<file path="src/core/cca_defs.vh">
// Constants of the counter array with six capture/compare modules.
// Assumes an 8-bit special-function register port and one core clock.
// How it works
// - Width select picks 16-bit or 8-bit modulation
// - Comparator enable turns module comparison on
// - Rising capture only while its enable set
// - Falling capture only while its enable set
// - Match enable sets module flag on equality
// - Toggle enable inverts output pin on match
// - Toggle plus modulation means frequency output
// - Modulation enable drives modulated output waveform
// - Flag request raised only when irq enabled
// - Six mode registers, read/write, reset zero
// - Counter readable/writable as two bytes, reset zero
// - Compare value held as two byte registers
// - Hardware only sets flags, software clears
// - Overflow flag set on wrap to zero
// - Watchdog enable turns module five into watchdog
`ifndef CCA_DEFS_VH
`define CCA_DEFS_VH

// ************************************************
// Register addresses
// ************************************************
`define CCA_CN_ADDR 8'hD8
`define CCA_MD_ADDR 8'hD9
`define CCA_CNT_LO_ADDR 8'hF9
`define CCA_CNT_HI_ADDR 8'hFA
`define CCA_MODE0_ADDR 8'hDA
`define CCA_MODE1_ADDR 8'hDB
`define CCA_MODE2_ADDR 8'hDC
`define CCA_MODE3_ADDR 8'hDD
`define CCA_MODE4_ADDR 8'hDE
`define CCA_MODE5_ADDR 8'hCE
`define CCA_LO0_ADDR 8'hFB
`define CCA_LO1_ADDR 8'hE9
`define CCA_LO2_ADDR 8'hEB
`define CCA_LO3_ADDR 8'hED
`define CCA_LO4_ADDR 8'hFD
`define CCA_LO5_ADDR 8'hD2
`define CCA_HI0_ADDR 8'hFC
`define CCA_HI1_ADDR 8'hEA
`define CCA_HI2_ADDR 8'hEC
`define CCA_HI3_ADDR 8'hEE
`define CCA_HI4_ADDR 8'hFE
`define CCA_HI5_ADDR 8'hD3

// ************************************************
// Field positions
// ************************************************
`define CCA_WIDE_BIT 7
`define CCA_CMP_EN_BIT 6
`define CCA_RISE_BIT 5
`define CCA_FALL_BIT 4
`define CCA_MATCH_BIT 3
`define CCA_TOG_BIT 2
`define CCA_PWM_BIT 1
`define CCA_IRQ_EN_BIT 0
`define CCA_CF_BIT 7
`define CCA_CR_BIT 6
`define CCA_WATCHDOG_ENABLE_BIT 6
`define CCA_WDLCK_BIT 5
`define CCA_ECF_BIT 0

// ************************************************
// Reset values and timing counts
// ************************************************
`define CCA_MODE_RST 8'h00
`define CCA_BYTE_RST 8'h00
`define CCA_MD_RST 8'h40
`define CCA_CNT_RST 16'h0000
`define CCA_DIV12_LAST 4'hB
`define CCA_DIV4_LAST 4'h3
`define CCA_TB_DIV12 3'h0
`define CCA_TB_DIV4 3'h1
`define CCA_TB_EXT 3'h3
`define CCA_TB_SYS 3'h4
`define CCA_NO_IDX 3'h7

`endif

</file>
<file path="src/core/cca_top.v">
// Counter array: 16-bit timebase counter, six capture/compare modules,
// control/mode registers and the module five watchdog.
// Assumes a single-cycle register port on core_clk; pins are asynchronous.
`timescale 1ns/1ps
`include "cca_defs.vh"

module cca_top (
	input wire core_clk,
	input wire rst,
	input wire [7:0] sfr_addr,
	input wire sfr_wr,
	input wire sfr_rd,
	input wire [7:0] sfr_wdata,
	output reg [7:0] sfr_rdata_q,
	input wire [5:0] module_input,
	input wire ext_count_in,
	output reg [5:0] module_output_pin,
	output reg irq_q,
	output reg wdt_reset_q
);

	// ************************************************
	// Address decode helpers
	// ************************************************

	// Mode register address to module index
	function [2:0] mode_idx;
		input [7:0] a;
		begin
			case (a)
				`CCA_MODE0_ADDR: mode_idx = 3'h0;
				`CCA_MODE1_ADDR: mode_idx = 3'h1;
				`CCA_MODE2_ADDR: mode_idx = 3'h2;
				`CCA_MODE3_ADDR: mode_idx = 3'h3;
				`CCA_MODE4_ADDR: mode_idx = 3'h4;
				`CCA_MODE5_ADDR: mode_idx = 3'h5;
				default: mode_idx = `CCA_NO_IDX;
			endcase
		end
	endfunction

	// Compare low byte address to module index
	function [2:0] lo_idx;
		input [7:0] a;
		begin
			case (a)
				`CCA_LO0_ADDR: lo_idx = 3'h0;
				`CCA_LO1_ADDR: lo_idx = 3'h1;
				`CCA_LO2_ADDR: lo_idx = 3'h2;
				`CCA_LO3_ADDR: lo_idx = 3'h3;
				`CCA_LO4_ADDR: lo_idx = 3'h4;
				`CCA_LO5_ADDR: lo_idx = 3'h5;
				default: lo_idx = `CCA_NO_IDX;
			endcase
		end
	endfunction

	// Compare high byte address to module index
	function [2:0] hi_idx;
		input [7:0] a;
		begin
			case (a)
				`CCA_HI0_ADDR: hi_idx = 3'h0;
				`CCA_HI1_ADDR: hi_idx = 3'h1;
				`CCA_HI2_ADDR: hi_idx = 3'h2;
				`CCA_HI3_ADDR: hi_idx = 3'h3;
				`CCA_HI4_ADDR: hi_idx = 3'h4;
				`CCA_HI5_ADDR: hi_idx = 3'h5;
				default: hi_idx = `CCA_NO_IDX;
			endcase
		end
	endfunction

	// ************************************************
	// Declarations
	// ************************************************
	reg [6:0] in_s1_q; // First stage, read by second only
	reg [6:0] in_s2_q; // Second stage
	reg [6:0] in_s3_q; // Third stage
	reg [6:0] in_lvl_q; // Settled level after agreement
	reg [7:0] md_q; // Timebase and watchdog control
	reg cf_q; // Counter overflow flag
	reg cr_q; // Counter run control
	reg [5:0] flag_q; // Module event flags
	reg [3:0] div_q; // System clock prescaler
	reg [15:0] cnt_q; // The timebase counter
	reg tick_q; // Counter moved last cycle
	reg ovf_q; // Full wrap last cycle
	reg lo_ovf_q; // Low byte wrap last cycle
	reg [7:0] rd_d; // Read data mux
	wire [6:0] rise; // Settled rising edges
	wire [6:0] fall; // Settled falling edges
	wire [2:0] tb_sel; // Timebase select field
	wire [3:0] div_last; // Prescaler terminal value
	wire watchdog_enable; // Module five is the watchdog
	wire tick; // Counter increments this cycle
	wire [47:0] mode_all; // All mode registers
	wire [47:0] lo_all; // All compare low bytes
	wire [47:0] hi_all; // All compare high bytes
	wire [5:0] flag_set; // Module events this cycle
	wire [5:0] irq_en; // Effective flag interrupt enables
	wire [5:0] out_d; // Next pin levels
	wire [2:0] rd_m; // Read decode, mode
	wire [2:0] rd_l; // Read decode, low byte
	wire [2:0] rd_h; // Read decode, high byte

	// ************************************************
	// Input synchronisers
	// ************************************************

	// Three stages; a level counts once stages two and three agree
	always @(posedge core_clk or posedge rst) begin
		if (rst) begin
			in_s1_q <= 7'h00;
			in_s2_q <= 7'h00;
			in_s3_q <= 7'h00;
			in_lvl_q <= 7'h00;
		end else begin
			in_s1_q <= {ext_count_in, module_input};
			in_s2_q <= in_s1_q;
			in_s3_q <= in_s2_q;
			// Keep old level while stages disagree
			in_lvl_q <= (in_s2_q & in_s3_q) | (in_lvl_q & (in_s2_q | in_s3_q));
		end
	end

	assign rise = in_s2_q & in_s3_q & ~in_lvl_q;
	assign fall = ~in_s2_q & ~in_s3_q & in_lvl_q;

	// ************************************************
	// Timebase
	// ************************************************
	assign tb_sel = md_q[3:1];
	assign watchdog_enable = md_q[`CCA_WATCHDOG_ENABLE_BIT];
	assign div_last = (tb_sel == `CCA_TB_DIV4) ? `CCA_DIV4_LAST : `CCA_DIV12_LAST;

	// Prescaler free-runs so the tick rate is fixed
	always @(posedge core_clk or posedge rst) begin
		if (rst) begin
			div_q <= 4'h0;
		end else if (div_q >= div_last) begin
			div_q <= 4'h0;
		end else begin
			div_q <= div_q + 4'h1;
		end
	end

	// Watchdog keeps the counter running even when stopped
	assign tick = (cr_q | watchdog_enable) & (((tb_sel == `CCA_TB_DIV12) & (div_q == div_last)) |
		((tb_sel == `CCA_TB_DIV4) & (div_q == div_last)) |
		((tb_sel == `CCA_TB_EXT) & fall[6]) |
		(tb_sel == `CCA_TB_SYS));

	// ************************************************
	// Counter
	// ************************************************

	// Software byte writes take priority over counting
	always @(posedge core_clk or posedge rst) begin
		if (rst) begin
			cnt_q <= `CCA_CNT_RST;
			tick_q <= 1'b0;
			ovf_q <= 1'b0;
			lo_ovf_q <= 1'b0;
		end else begin
			tick_q <= tick;
			ovf_q <= tick & (cnt_q == 16'hFFFF);
			lo_ovf_q <= tick & (cnt_q[7:0] == 8'hFF);
			if (sfr_wr && sfr_addr == `CCA_CNT_LO_ADDR) begin
				cnt_q[7:0] <= sfr_wdata;
			end else if (sfr_wr && sfr_addr == `CCA_CNT_HI_ADDR) begin
				cnt_q[15:8] <= sfr_wdata;
			end else if (tick) begin
				cnt_q <= cnt_q + 16'h0001;
			end
		end
	end

	// ************************************************
	// Capture/compare modules
	// ************************************************
	genvar i;
	generate
		for (i = 0; i < 6; i = i + 1) begin : g_mod
			reg [7:0] mode_q; // Mode register
			reg [7:0] lo_q; // Compare low byte
			reg [7:0] hi_q; // Compare high byte
			reg out_q; // Pin level
			wire dog; // Module taken by watchdog
			wire [7:0] m; // Effective mode bits
			wire pwm; // Modulation on
			wire freq; // Frequency output
			wire narrow; // Low byte comparison
			wire m16; // Full match on fresh count
			wire m8; // Low byte match on fresh count
			wire hit; // Comparator hit
			wire cap; // Capture edge

			// Watchdog overrides every module five function
			assign dog = (i == 5) && watchdog_enable;
			assign m = dog ? 8'h00 : mode_q;
			assign pwm = m[`CCA_PWM_BIT];
			assign freq = pwm & m[`CCA_TOG_BIT];
			// Eight-bit modulation and frequency mode compare low byte only
			assign narrow = pwm & (~m[`CCA_WIDE_BIT] | m[`CCA_TOG_BIT]);
			assign m16 = tick_q & (cnt_q == {hi_q, lo_q});
			assign m8 = tick_q & (cnt_q[7:0] == lo_q);
			assign hit = m[`CCA_CMP_EN_BIT] & (narrow ? m8 : m16);
			assign cap = (m[`CCA_RISE_BIT] & rise[i]) |
				(m[`CCA_FALL_BIT] & fall[i]);
			assign flag_set[i] = cap | (m[`CCA_MATCH_BIT] & hit);
			assign irq_en[i] = m[`CCA_IRQ_EN_BIT];
			assign mode_all[i*8 +: 8] = mode_q;
			assign lo_all[i*8 +: 8] = lo_q;
			assign hi_all[i*8 +: 8] = hi_q;
			assign out_d[i] = out_q;

			// Mode register, plain read/write
			always @(posedge core_clk or posedge rst) begin
				if (rst) begin
					mode_q <= `CCA_MODE_RST;
				end else if (sfr_wr && mode_idx(sfr_addr) == i) begin
					mode_q <= sfr_wdata;
				end
			end

			// Compare bytes; a capture beats a software write
			always @(posedge core_clk or posedge rst) begin
				if (rst) begin
					lo_q <= `CCA_BYTE_RST;
					hi_q <= `CCA_BYTE_RST;
				end else if (cap) begin
					lo_q <= cnt_q[7:0];
					hi_q <= cnt_q[15:8];
				end else begin
					if (sfr_wr && lo_idx(sfr_addr) == i) begin
						lo_q <= sfr_wdata;
					end else if (freq && hit) begin
						// Next half period lies one high byte ahead
						lo_q <= lo_q + hi_q;
					end else if (pwm && narrow && !freq && lo_ovf_q) begin
						lo_q <= hi_q;
					end
					if (sfr_wr && hi_idx(sfr_addr) == i) begin
						// Watchdog update: deadline is now plus offset
						hi_q <= dog ? cnt_q[15:8] + lo_q : sfr_wdata;
					end
				end
			end

			// Pin driver for toggle, modulation and frequency modes
			always @(posedge core_clk or posedge rst) begin
				if (rst) begin
					out_q <= 1'b0;
				end else if (freq) begin
					if (hit) begin
						out_q <= ~out_q;
					end
				end else if (pwm) begin
					// Set beats clear so a zero compare stays high
					if (hit) begin
						out_q <= 1'b1;
					end else if (narrow ? lo_ovf_q : ovf_q) begin
						out_q <= 1'b0;
					end
				end else if (m[`CCA_TOG_BIT] && hit) begin
					out_q <= ~out_q;
				end
			end
		end
	endgenerate

	// ************************************************
	// Control and flag register
	// ************************************************

	// Hardware set wins over a software clear in the same cycle
	always @(posedge core_clk or posedge rst) begin
		if (rst) begin
			cf_q <= 1'b0;
			cr_q <= 1'b0;
			flag_q <= 6'h00;
		end else begin
			if (sfr_wr && sfr_addr == `CCA_CN_ADDR) begin
				cr_q <= sfr_wdata[`CCA_CR_BIT];
				cf_q <= sfr_wdata[`CCA_CF_BIT] | ovf_q;
				flag_q <= sfr_wdata[5:0] | flag_set;
			end else begin
				cf_q <= cf_q | ovf_q;
				flag_q <= flag_q | flag_set;
			end
		end
	end

	// ************************************************
	// Mode register with watchdog lock
	// ************************************************

	// While the watchdog runs only its enable may change
	always @(posedge core_clk or posedge rst) begin
		if (rst) begin
			md_q <= `CCA_MD_RST;
		end else if (sfr_wr && sfr_addr == `CCA_MD_ADDR) begin
			if (!watchdog_enable) begin
				md_q <= {sfr_wdata[7:5], 1'b0, sfr_wdata[3:0]};
			end else if (!md_q[`CCA_WDLCK_BIT]) begin
				md_q[`CCA_WATCHDOG_ENABLE_BIT] <= sfr_wdata[`CCA_WATCHDOG_ENABLE_BIT];
			end
		end
	end

	// ************************************************
	// Outputs
	// ************************************************

	// Request only through unmasked flags
	always @(posedge core_clk or posedge rst) begin
		if (rst) begin
			irq_q <= 1'b0;
			module_output_pin <= 6'h00;
			wdt_reset_q <= 1'b0;
		end else begin
			irq_q <= (cf_q & md_q[`CCA_ECF_BIT]) | (|(flag_q & irq_en));
			module_output_pin <= out_d;
			// Timeout when counter reaches the deadline high byte
			wdt_reset_q <= watchdog_enable & tick_q & (cnt_q[15:8] == hi_all[47:40]) &
				(cnt_q[7:0] == 8'h00);
		end
	end

	// ************************************************
	// Read path
	// ************************************************
	assign rd_m = mode_idx(sfr_addr);
	assign rd_l = lo_idx(sfr_addr);
	assign rd_h = hi_idx(sfr_addr);

	// Unmapped addresses read zero
	always @* begin
		rd_d = 8'h00;
		if (rd_m != `CCA_NO_IDX) begin
			rd_d = mode_all[{rd_m, 3'b000} +: 8];
		end else if (rd_l != `CCA_NO_IDX) begin
			rd_d = lo_all[{rd_l, 3'b000} +: 8];
		end else if (rd_h != `CCA_NO_IDX) begin
			rd_d = hi_all[{rd_h, 3'b000} +: 8];
		end else begin
			case (sfr_addr)
				`CCA_CN_ADDR: rd_d = {cf_q, cr_q, flag_q};
				`CCA_MD_ADDR: rd_d = md_q;
				`CCA_CNT_LO_ADDR: rd_d = cnt_q[7:0];
				`CCA_CNT_HI_ADDR: rd_d = cnt_q[15:8];
				default: rd_d = 8'h00;
			endcase
		end
	end

	// Read data registered, held between reads
	always @(posedge core_clk or posedge rst) begin
		if (rst) begin
			sfr_rdata_q <= 8'h00;
		end else if (sfr_rd) begin
			sfr_rdata_q <= rd_d;
		end
	end

endmodule

</file>
<file path="config.mk">
export PLATFORM = sky130hd
export DESIGN_NAME = cca_top
export DESIGN_NICKNAME = d
export VERILOG_FILES = /design/src/core/cca_top.v
export VERILOG_INCLUDE_DIRS = /design/src /design/src/core
export SDC_FILE = /design/constraint.sdc
export NUM_CORES = 1
export LEC_CHECK = 0
export BUFFER_PORTS_ARGS = -buffer_cell sky130_fd_sc_hd__buf_2
export CAP_MARGIN = 20
export CORE_MARGIN = 2
export CORE_UTILIZATION = 42
export DETAILED_ROUTE_END_ITERATION = 8
export GPL_ROUTABILITY_DRIVEN = 0
export PLACE_DENSITY_LB_ADDON = 0.08
export SYNTH_ARGS = -nofsm -noshare
export SYNTH_HDL_FRONTEND = slang
export SYNTH_SLANG_ARGS = --single-unit
</file>
<file path="constraint.sdc">
create_clock -name core_clk -period 7.4 [get_ports core_clk]
set_input_delay 1.48 -clock core_clk [delete_from_list [all_inputs] [get_ports core_clk]]
set_output_delay 1.48 -clock core_clk [all_outputs]
set_load 0.02 [all_outputs]
</file>
# ---- Word level (Yosys, flattened, before mapping)
# Cells that the tools add are included.
dict set report totals {
  out_inout_bits 16
  inputBits 27
  reg_bits 232
  word_cells 446
}
dict set report classes {
  n_eq_ne 72
  n_shift 3
  reduce_logical 93
  n_mux 115
  magnitude_cmp 1
  add_sub_neg 9
  bitwise 110
}
# operator n
set op_table {}
lappend op_table {{$mux 8} 44}
lappend op_table {{$eq 8x8->1 const B} 23}
lappend op_table {{$shiftx 48x7->8} 3}
lappend op_table {{$eq 16x16->1} 6}
lappend op_table {{$and 1x1->1} 58}
lappend op_table {{$add 8x8->8} 7}
lappend op_table {{$eq 8x8->1} 7}
lappend op_table {{$pmux 3 s6} 3}
lappend op_table {{$logic_and 1x1->1} 52}
lappend op_table {{$mux 1} 51}
lappend op_table {{$mux 3} 12}
lappend op_table {{$pmux 8 s4} 1}
lappend op_table {{$and 7x7->7} 4}
lappend op_table {{$or 1x1->1} 25}
lappend op_table {{$reduce_bool 4->1} 6}
lappend op_table {{$eq 3x2->1 const B} 7}
lappend op_table {{$eq 3x3->1 const B} 7}
lappend op_table {{$ne 3x1->1 const B} 6}
lappend op_table {{$reduce_and 3->1} 6}
lappend op_table {{$reduce_bool 3->1} 6}
lappend op_table {{$add 16x1->16 const B} 1}
lappend op_table {{$eq 16x16->1 const B} 1}
lappend op_table {{$mux 16} 1}
lappend op_table {{$reduce_bool 2->1} 8}
lappend op_table {{20 further kinds} 58}

# ---- Depth between registers and ports, before layout
# Gate-level depths: netlist (run 1).
dict set report depth {
  depth_word 11
  mapped_depth 11
  ltp_nobuf 10
}

# ---- Least setup slack after synthesis (run 1)
# No wires, ideal clock.
dict set report synth_path {
  path_type {input port to flip-flop}
  from {input port sfr_addr[4]}
  to {register sfr_rdata_q[2]}
  setup_ns 0.137
  t_required_ns 7.263
  arrival_ns 3.288
  setup_slack_ns 3.975
  path_stages 8
  n_path_buf 2
  cell_sequence {buf_4 nand4b_4 o32a_1 and2_1 buf_2 a221o_1 a2111oi_2 o22ai_1}
}
dict set report synth_via {
  elab_chain_len 6
  word_cells_on_any_way 35
  classes_between {eq/ne (25); shift (3); mux (7)}
}
# item line_no
set synth_lines {}
lappend synth_lines {{start: declaration} cca_top.v:10} ;# input wire [7:0] sfr_addr,
lappend synth_lines {{$eq 8x8->1} cca_top.v:62} ;# case (a)
lappend synth_lines {{$pmux 3 s6} cca_top.v:62}
lappend synth_lines {{$shiftx 48x7->8 / $ne 3x3->1 (equally long branches)} -}
lappend synth_lines {{$mux 8} cca_top.v:345} ;# end else if (rd_h != `CCA_NO_IDX) begin
lappend synth_lines {{$mux 8} cca_top.v:343} ;# end else if (rd_l != `CCA_NO_IDX) begin
lappend synth_lines {{$mux 8 *} cca_top.v:341} ;# if (rd_m != `CCA_NO_IDX) begin
lappend synth_lines {{end signal: assignment} cca_top.v:363} ;# sfr_rdata_q <= rd_d;
lappend synth_lines {{end: declaration} cca_top.v:14} ;# output reg [7:0] sfr_rdata_q,
# Every way passes the cells marked *; elsewhere a longest branch is shown, timed or not.
# A chain may end at the register's enable or synchronous reset.

# ---- Final worst setup path (run 1)
dict set report layout_path {
  from {input port sfr_addr[4]}
  to {register cnt_q[9]}
}
dict set report layout_via {
  elab_chain_len 4
  word_cells_on_any_way 8
  classes_between {eq/ne (2); mux (1); bitwise (1); reduce/logical (4)}
}
# item line_no
set layout_lines {}
lappend layout_lines {{$eq 8x8->1} -}
lappend layout_lines {{$logic_and 1x1->1 (no line)} -}
lappend layout_lines {{$reduce_bool 2->1 (no line) / $not 1->1 (equally long branches)} -}
lappend layout_lines {{$reduce_and 2->1 (no line)} -}
lappend layout_lines {{end signal: assignment} cca_top.v:161} ;# cnt_q <= `CCA_CNT_RST;
lappend layout_lines {{end signal: assignment} cca_top.v:172} ;# cnt_q[15:8] <= sfr_wdata;
lappend layout_lines {{end signal: assignment} cca_top.v:174} ;# cnt_q <= cnt_q + 16'h0001;
lappend layout_lines {{end: declaration} cca_top.v:86} ;# reg [15:0] cnt_q;
# Parallel ways exist; a longest one is shown, timed or not.

==> results of run 1 <==
## cell usage after synthesis (30+ instances only)
library cell,count
mux2_2,53
a211oi_1,31
nand2_1,178
nand3_1,51
clkbuf_1,85
o21ai_0,117
buf_2,30
mux2i_1,82
nor2_1,143
inv_1,76
xnor2_1,44
a21oi_1,134
nor3_1,30
xor2_1,90
dfrtp_1,231
ha_1,53
## registers in the layout, summed over array words and instances (netlist names), 4 cells and up
signal and count:
g_mod.hi_q 48, g_mod.lo_q 48, g_mod.m 40, cnt_q 16, g_mod.mode_q 8, sfr_rdata_q 8
in_lvl_q 7, in_s1_q 7, in_s2_q 7, in_s3_q 7, md_q 7, flag_q 6
g_mod.out_q 6, module_output_pin 6, div_q 4
## worst max-delay path: stages
cell and delay [ns]:
buf_2 0.20, nand4_1 0.51, nor3_2 0.69, nand2_1 0.56, a21boi_2 0.55, o21ai_0 0.16
a21oi_1 0.17
## worst paths after layout
path | from | slack (ns) | end | cells past startpoint
hold / removal | in_s1_q[3]$_DFF_PP0_ | 0.34 | in_s2_q[3]$_DFF_PP0_ | 0
hold reg to reg | in_s1_q[3]$_DFF_PP0_ | 0.34 | in_s2_q[3]$_DFF_PP0_ | 0
min in group asynchronous | rst | 1.06 | in_s2_q[2]$_DFF_PP0_ | 2
setup reg to reg | cnt_q[0]$_DFFE_PP0P_ | 3.99 | g_mod[3].lo_q[7]$_DFFE_PP0P_ | 6
max in group asynchronous | rst | 4.97 | g_mod[4].hi_q[5]$_DFFE_PP0P_ | 3
setup / recovery | sfr_addr[4] | 3.57 | cnt_q[9]$_DFFE_PP0P_ | 7
## power by group through the flow
stage | Sequential (mW) | Combinational [mW] | Clock (mW)
2_1_floorplan | 1.61 | 1.01 | 0
3_3_place_gp | 1.80 | 1.23 | 0
3_5_place_dp | 1.79 | 1.26 | 0
4_1_cts | 1.77 | 1.27 | 1.60
5_1_grt | 1.79 | 1.44 | 1.65
6_report | 1.79 | 1.28 | 1.58
## metrics by stage
| step | instance area (sq um) | setup WS (ns) | instances |
|---|---|---|---|
| 2_1_floorplan | 16300 | 2.88 | 1842 |
| 3_3_place_gp | 16900 | 3.07 | 2305 |
| 5_1_grt | 17900 | 3.35 | 2359 |
| 4_1_cts | 17900 | 3.65 | 2358 |
| 3_5_place_dp | 16900 | 3.04 | 2305 |
| 6_report | 17900 | 3.57 | 2359 |
## cell usage in the layout (no fill, tap or decap), drive strengths merged, types with 7 or more instances in the layout
cell and n:
dfrtp 231, inv 75, or2 7, xnor2 44
a21oi 134, a31oi 20, nor3 32, nand3 53
nor2b 23, and3 18, or3 13, a222oi 12
nor4 30, mux2i 82, nand2b 10, o22ai 16
o21a 11, nor2 145, a21o 7, xor2 90
a211oi 32, o31ai 14, nand2 178, o2111ai 7
a22oi 15, buf 71, a221oi 21, o211ai 17
clkbuf 40, o21ai 126, fa 7, mux2 53
nor3b 9, nand4 11, a221o 15, maj3 7
ha 53, nand4b 13
## per-layer routing
metal	vias up	wire, microns	part of all wire
li1	6636	-	-
met1	7416	26900	0.43
met2	735	27500	0.44
met3	152	5230	0.084
met4	0	2540	0.041
met5	-	0	0
## cells by family (layout without fill, tap and decap cells)
group	after synthesis	in the layout	synth area share
buffers and inverters	201	200	0.0500
DFF	232	232	0.357
xor gates and xnor gates	134	134	0.0721
AOI/OAI and AO/OA	505	505	0.204
adders and majority gates	67	67	0.0537
muxes	135	135	0.0871
and+or+nand+nor	568	568	0.176
## final cells by class
| class | count | area [sq um] |
|---|---|---|
| inverter | 76 | 289 |
| sequential | 232 | 5810 |
| multi-input combinational | 1409 | 9700 |
| timing repair buffer | 71 | 440 |
| clock inverter | 13 | 198 |
| clock buffer | 40 | 860 |
| tap | 518 | 648 |
| fill | 3824 | 20500 |
==> flow_summary.yaml, run 1 <==
power:
  power.sequential.fraction: 0.386
  max-vdd-ir-drop_mv: 0.173
  power.share.clock: 0.339
  p_leak_nw: 7.52
  switching_power_mw: 1.68
  internal_power_mw: 2.97
  power_frac_comb: 0.275
  swShare: 0.361
  power_density_nw_per_um2: 259
  finalPower_mw: 4.65
clocking:
  h_tree_levels: 1
  cts.reportedPaths.clkPinSlew_ns: 0.06
  tritoncts_num_sinks: 232
  clock-root-buffer: "clkbuf_16"
  count_of_hold_fix_buffers_inserted_at_cts: 0
  clock_tree.buffer_depth: 3
  clk-insertion-delay-late_ns: 0.59
  post_cts_resized: 0
  tritoncts.num_buffers: 30
  cts.repair_timing.setup_buffer_count: 0
  cts_tree: "yes"
logic_synthesis:
  synthTopCellsByArea: "dfrtp_1 36%, mux2i_1 5.0%, xor2_1 4.8%, a21oi_1 4.1%, nand2_1 4.1%"
  synthDominantCellAreaShare: 0.355
  synthDominantAreaCellType: "dfrtp_1"
  synthesis.area_sq_um: 16300
  post_synth.cell_area_avg_sq_um: 8.84
  post_synth_inst_count: 1842
  synth_enable_flop_cells: 0
  synthDistinctLibCells: 94
  synthFlopType: "dfrtp_1"
  syn_nets: 1929
  synth.ff_latch_count: 232
  ys_warn_count: 0
  synth-seq-area-share: 0.357
  synth-async-reset-ratio: 1.00
grt:
  grt-busiest-layer: "met2"
  grt-ovfl-total: 0
  grt_first_pass_wirelength_mm: 92.8
  global_route.usage.met3: 0.0440
  via_count_of_the_first_global_routing_pass: 14100
  use_met1: 0.430
  grt_max_degree: 129
  met2_usage: 0.472
  antenna_found_initial: 0
  grt.total_usage: 0.304
critical_path:
  critical_path.startpoint_type: "primary input"
  required_time_worst_endpoint_ns: 7.90
  timing.critical_path.to_type: "register"
  worstPathArrival_ns: 4.33
  criticalPathCategory: "in -> reg"
  path_max_fanout: 21
cells_and_area:
  final_layout_size_suffix_gt1_frac: 0.117
  diodes: 0
  synthToLayoutAreaGrowth_pct: 10.2
  final_core_utilization: 0.466
  finalNetCount: 1907
sta:
  report.final.slew_viol_count: 0
  clock_skew_ns: 0.0168
  final-setup-viol-count: 0
  fin_crit_sh: 0.518
  period_needed_ns: 3.83
  timing.hold.ws_ns: 0.344
  hold_violation_total_from_the_final_report: 0
  final.setup.tns_ns: 0
  max_freq_ghz: 0.261
  relSlewSlack: 0.256
  worstMarginPinSlew_ns: 1.12
  rsz_0062_raised_after_global_routing: "no"
route:
  drt_iter0_markers: 1575
  drt_pass1_iterations: 8
  average_wire_length_per_cell_after_detail_routing_microns: 26.3
  postRouteAntennaNets: 0
  detailroute.via_count: 14900
  detail_route.wirelength_mm: 62.2
  post_route_drc: 0
  route.detailed.vias_per_inst: 6.33
place:
  place.port_buffers: 42
  dp_hpwl_mm: 43.1
hold_path:
  hold_path.class: "reg -> reg"
floorplan:
  initial_utilization: 0.423
  floorplan.die_area_sq_um: 40300
  placement_rows: 72
  placeableCoreArea_sq_um: 38500
  io_pins: 43
  die_w_microns: 201
  fp.dieH_microns: 201
outcome:
  run_status: "complete, no violations"
job:
  maxCapViolCount: 0
Power figures use the tool's default switching activity.
==> run 2: changes to the inputs <==
==> constraint.sdc (replaced) <==
create_clock -name core_clk -period 3.3 [get_ports core_clk]
set_input_delay 0.66 -clock core_clk [delete_from_list [all_inputs] [get_ports core_clk]]
set_output_delay 0.66 -clock core_clk [all_outputs]
set_load 0.02 [all_outputs]
==> flow_summary.yaml, run 2 (synthesis results as in run 1) <==
outcome:
  run_status: "complete, no violations"
sta:
  max_freq_ghz: 0.348
  hold_violation_total_from_the_final_report: 0
  rsz_0062_raised_after_global_routing: "no"
  report.final.slew_viol_count: 0
  period_needed_ns: 2.88
  relSlewSlack: 0.425
  final-setup-viol-count: 0
  final.setup.tns_ns: 0
  clock_skew_ns: 0.0116
  fin_crit_sh: 0.872
  final_critical_path_setup_slack_ns: 0.422
  timing.hold.ws_ns: 0.195
  worstMarginPinSlew_ns: 0.858
floorplan:
  fp.dieH_microns: 201
  die_w_microns: 201
  floorplan.die_area_sq_um: 40300
  placeableCoreArea_sq_um: 38500
  placement_rows: 72
  initial_utilization: 0.423
  io_pins: 43
clocking:
  cts.reportedPaths.clkPinSlew_ns: 0.06
  cts.repair_timing.setup_buffer_count: 0
  tritoncts.num_buffers: 29
  tritoncts_num_sinks: 232
  clk-insertion-delay-late_ns: 0.57
  cts_tree: "yes"
  clock-root-buffer: "clkbuf_16"
  count_of_hold_fix_buffers_inserted_at_cts: 0
  clock_tree.buffer_depth: 3
  post_cts_resized: 0
  h_tree_levels: 1
route:
  detailroute.via_count: 15100
  route.detailed.vias_per_inst: 6.21
  postRouteAntennaNets: 0
  detail_route.wirelength_mm: 63.8
  drt_pass1_iterations: 9
  drt_iter0_markers: 1733
  post_route_drc: 0
  average_wire_length_per_cell_after_detail_routing_microns: 26.2
cells_and_area:
  most_common_cell_after_layout_fill_and_taps_aside: "dfrtp_1"
  fill_cells: 3712
  final_layout_size_suffix_gt1_frac: 0.153
  final_core_utilization: 0.482
  finish.cell_count_without_fillers: 2438
  final_cell_mix: "231 x dfrtp_1, 178 x nand2_1, 143 x nor2_1"
  finalNetCount: 1987
  synthToLayoutAreaGrowth_pct: 13.8
  diodes: 0
grt:
  antenna_found_initial: 0
  grt-ovfl-total: 0
  grt.total_usage: 0.314
  grt_first_pass_wirelength_mm: 95.4
  via_count_of_the_first_global_routing_pass: 14400
  grt_max_degree: 59
power:
  power_density_nw_per_um2: 560
  switching_power_mw: 3.82
  internal_power_mw: 6.56
  power.sequential.fraction: 0.385
  power.share.clock: 0.320
  power_frac_comb: 0.295
  swShare: 0.368
  max-vdd-ir-drop_mv: 0.393
  p_leak_nw: 7.89
critical_path:
  timing.critical_path.to_type: "register"
  worstPathArrival_ns: 3.35
  criticalPathCategory: "reg -> reg"
  required_time_worst_endpoint_ns: 3.78
  path_max_fanout: 8
  critical_path.startpoint_type: "register"
hold_path:
  hold_path.class: "in -> async"
place:
  dp_hpwl_mm: 46.8
  dp_slack_ns: 0.210
  dpl.cell_count: 2387
  place.port_buffers: 42
job:
  maxCapViolCount: 0
run 2: cell type report:
type                    count  area, sq um  share of cell area
multi-input cells        1409         9700               0.524
flip-flops and latches    232         5810               0.313
repair buffers            152         1100              0.0593
clock buffers              38          800              0.0432
well taps                 518          648              0.0350
inverters                  76          289              0.0156
clock inverters            13          179             0.00966
run 2: metal layers:
layer	up-vias	track usage	part of all wire
met5	-	0	0
met4	0	0.131	0.045
met3	190	0.0593	0.091
met2	796	0.474	0.43
met1	7334	0.442	0.43
li1	6822	-	-
run 2: worst paths after layout:
path,from,endpoint,slack [ns],depth (start not counted)
setup / recovery,cnt_q[1]$_DFFE_PP0P_,g_mod[3].lo_q[4]$_DFFE_PP0P_,0.42,8
hold reg to reg,in_s1_q[4]$_DFF_PP0_,in_s2_q[4]$_DFF_PP0_,0.34,0
max in group asynchronous,rst,g_mod[5].lo_q[1]$_DFFE_PP0P_,2.34,3
min in group core_clk,ext_count_in,in_s1_q[6]$_DFF_PP0_,0.20,1
setup reg to reg,cnt_q[1]$_DFFE_PP0P_,g_mod[3].lo_q[4]$_DFFE_PP0P_,0.42,8
hold / removal,rst,in_s3_q[2]$_DFF_PP0_,0.19,2
run 2: critical path: stages (launching register included):
cell and delay, ns:
dfrtp_1 0.78, xor2_1 0.23, nor4_1 0.57, nand4b_1 0.25, buf_4 0.24, a211o_1 0.24, a311oi_1 0.27, a21oi_1 0.06
o21ai_0 0.15
run 2: power by group through the flow:
stage          clock network (mW)  logic [mW]  registers [mW]
5_1_grt                      3.50        3.40            4.01
6_report                     3.32        3.06            4.00
3_3_place_gp                    0        2.93            4.01
2_1_floorplan                   0        2.27            3.60
4_1_cts                      3.38        3.03            3.96
3_5_place_dp                    0        3.00            4.00
run 2: metrics by stage:
step	area [sq um]	total power, mW
floorplan	16300	5.87
global placement	17500	6.94
detailed placement	17500	7.00
CTS	18500	10.4
global route	18500	10.9
finish	18500	10.4
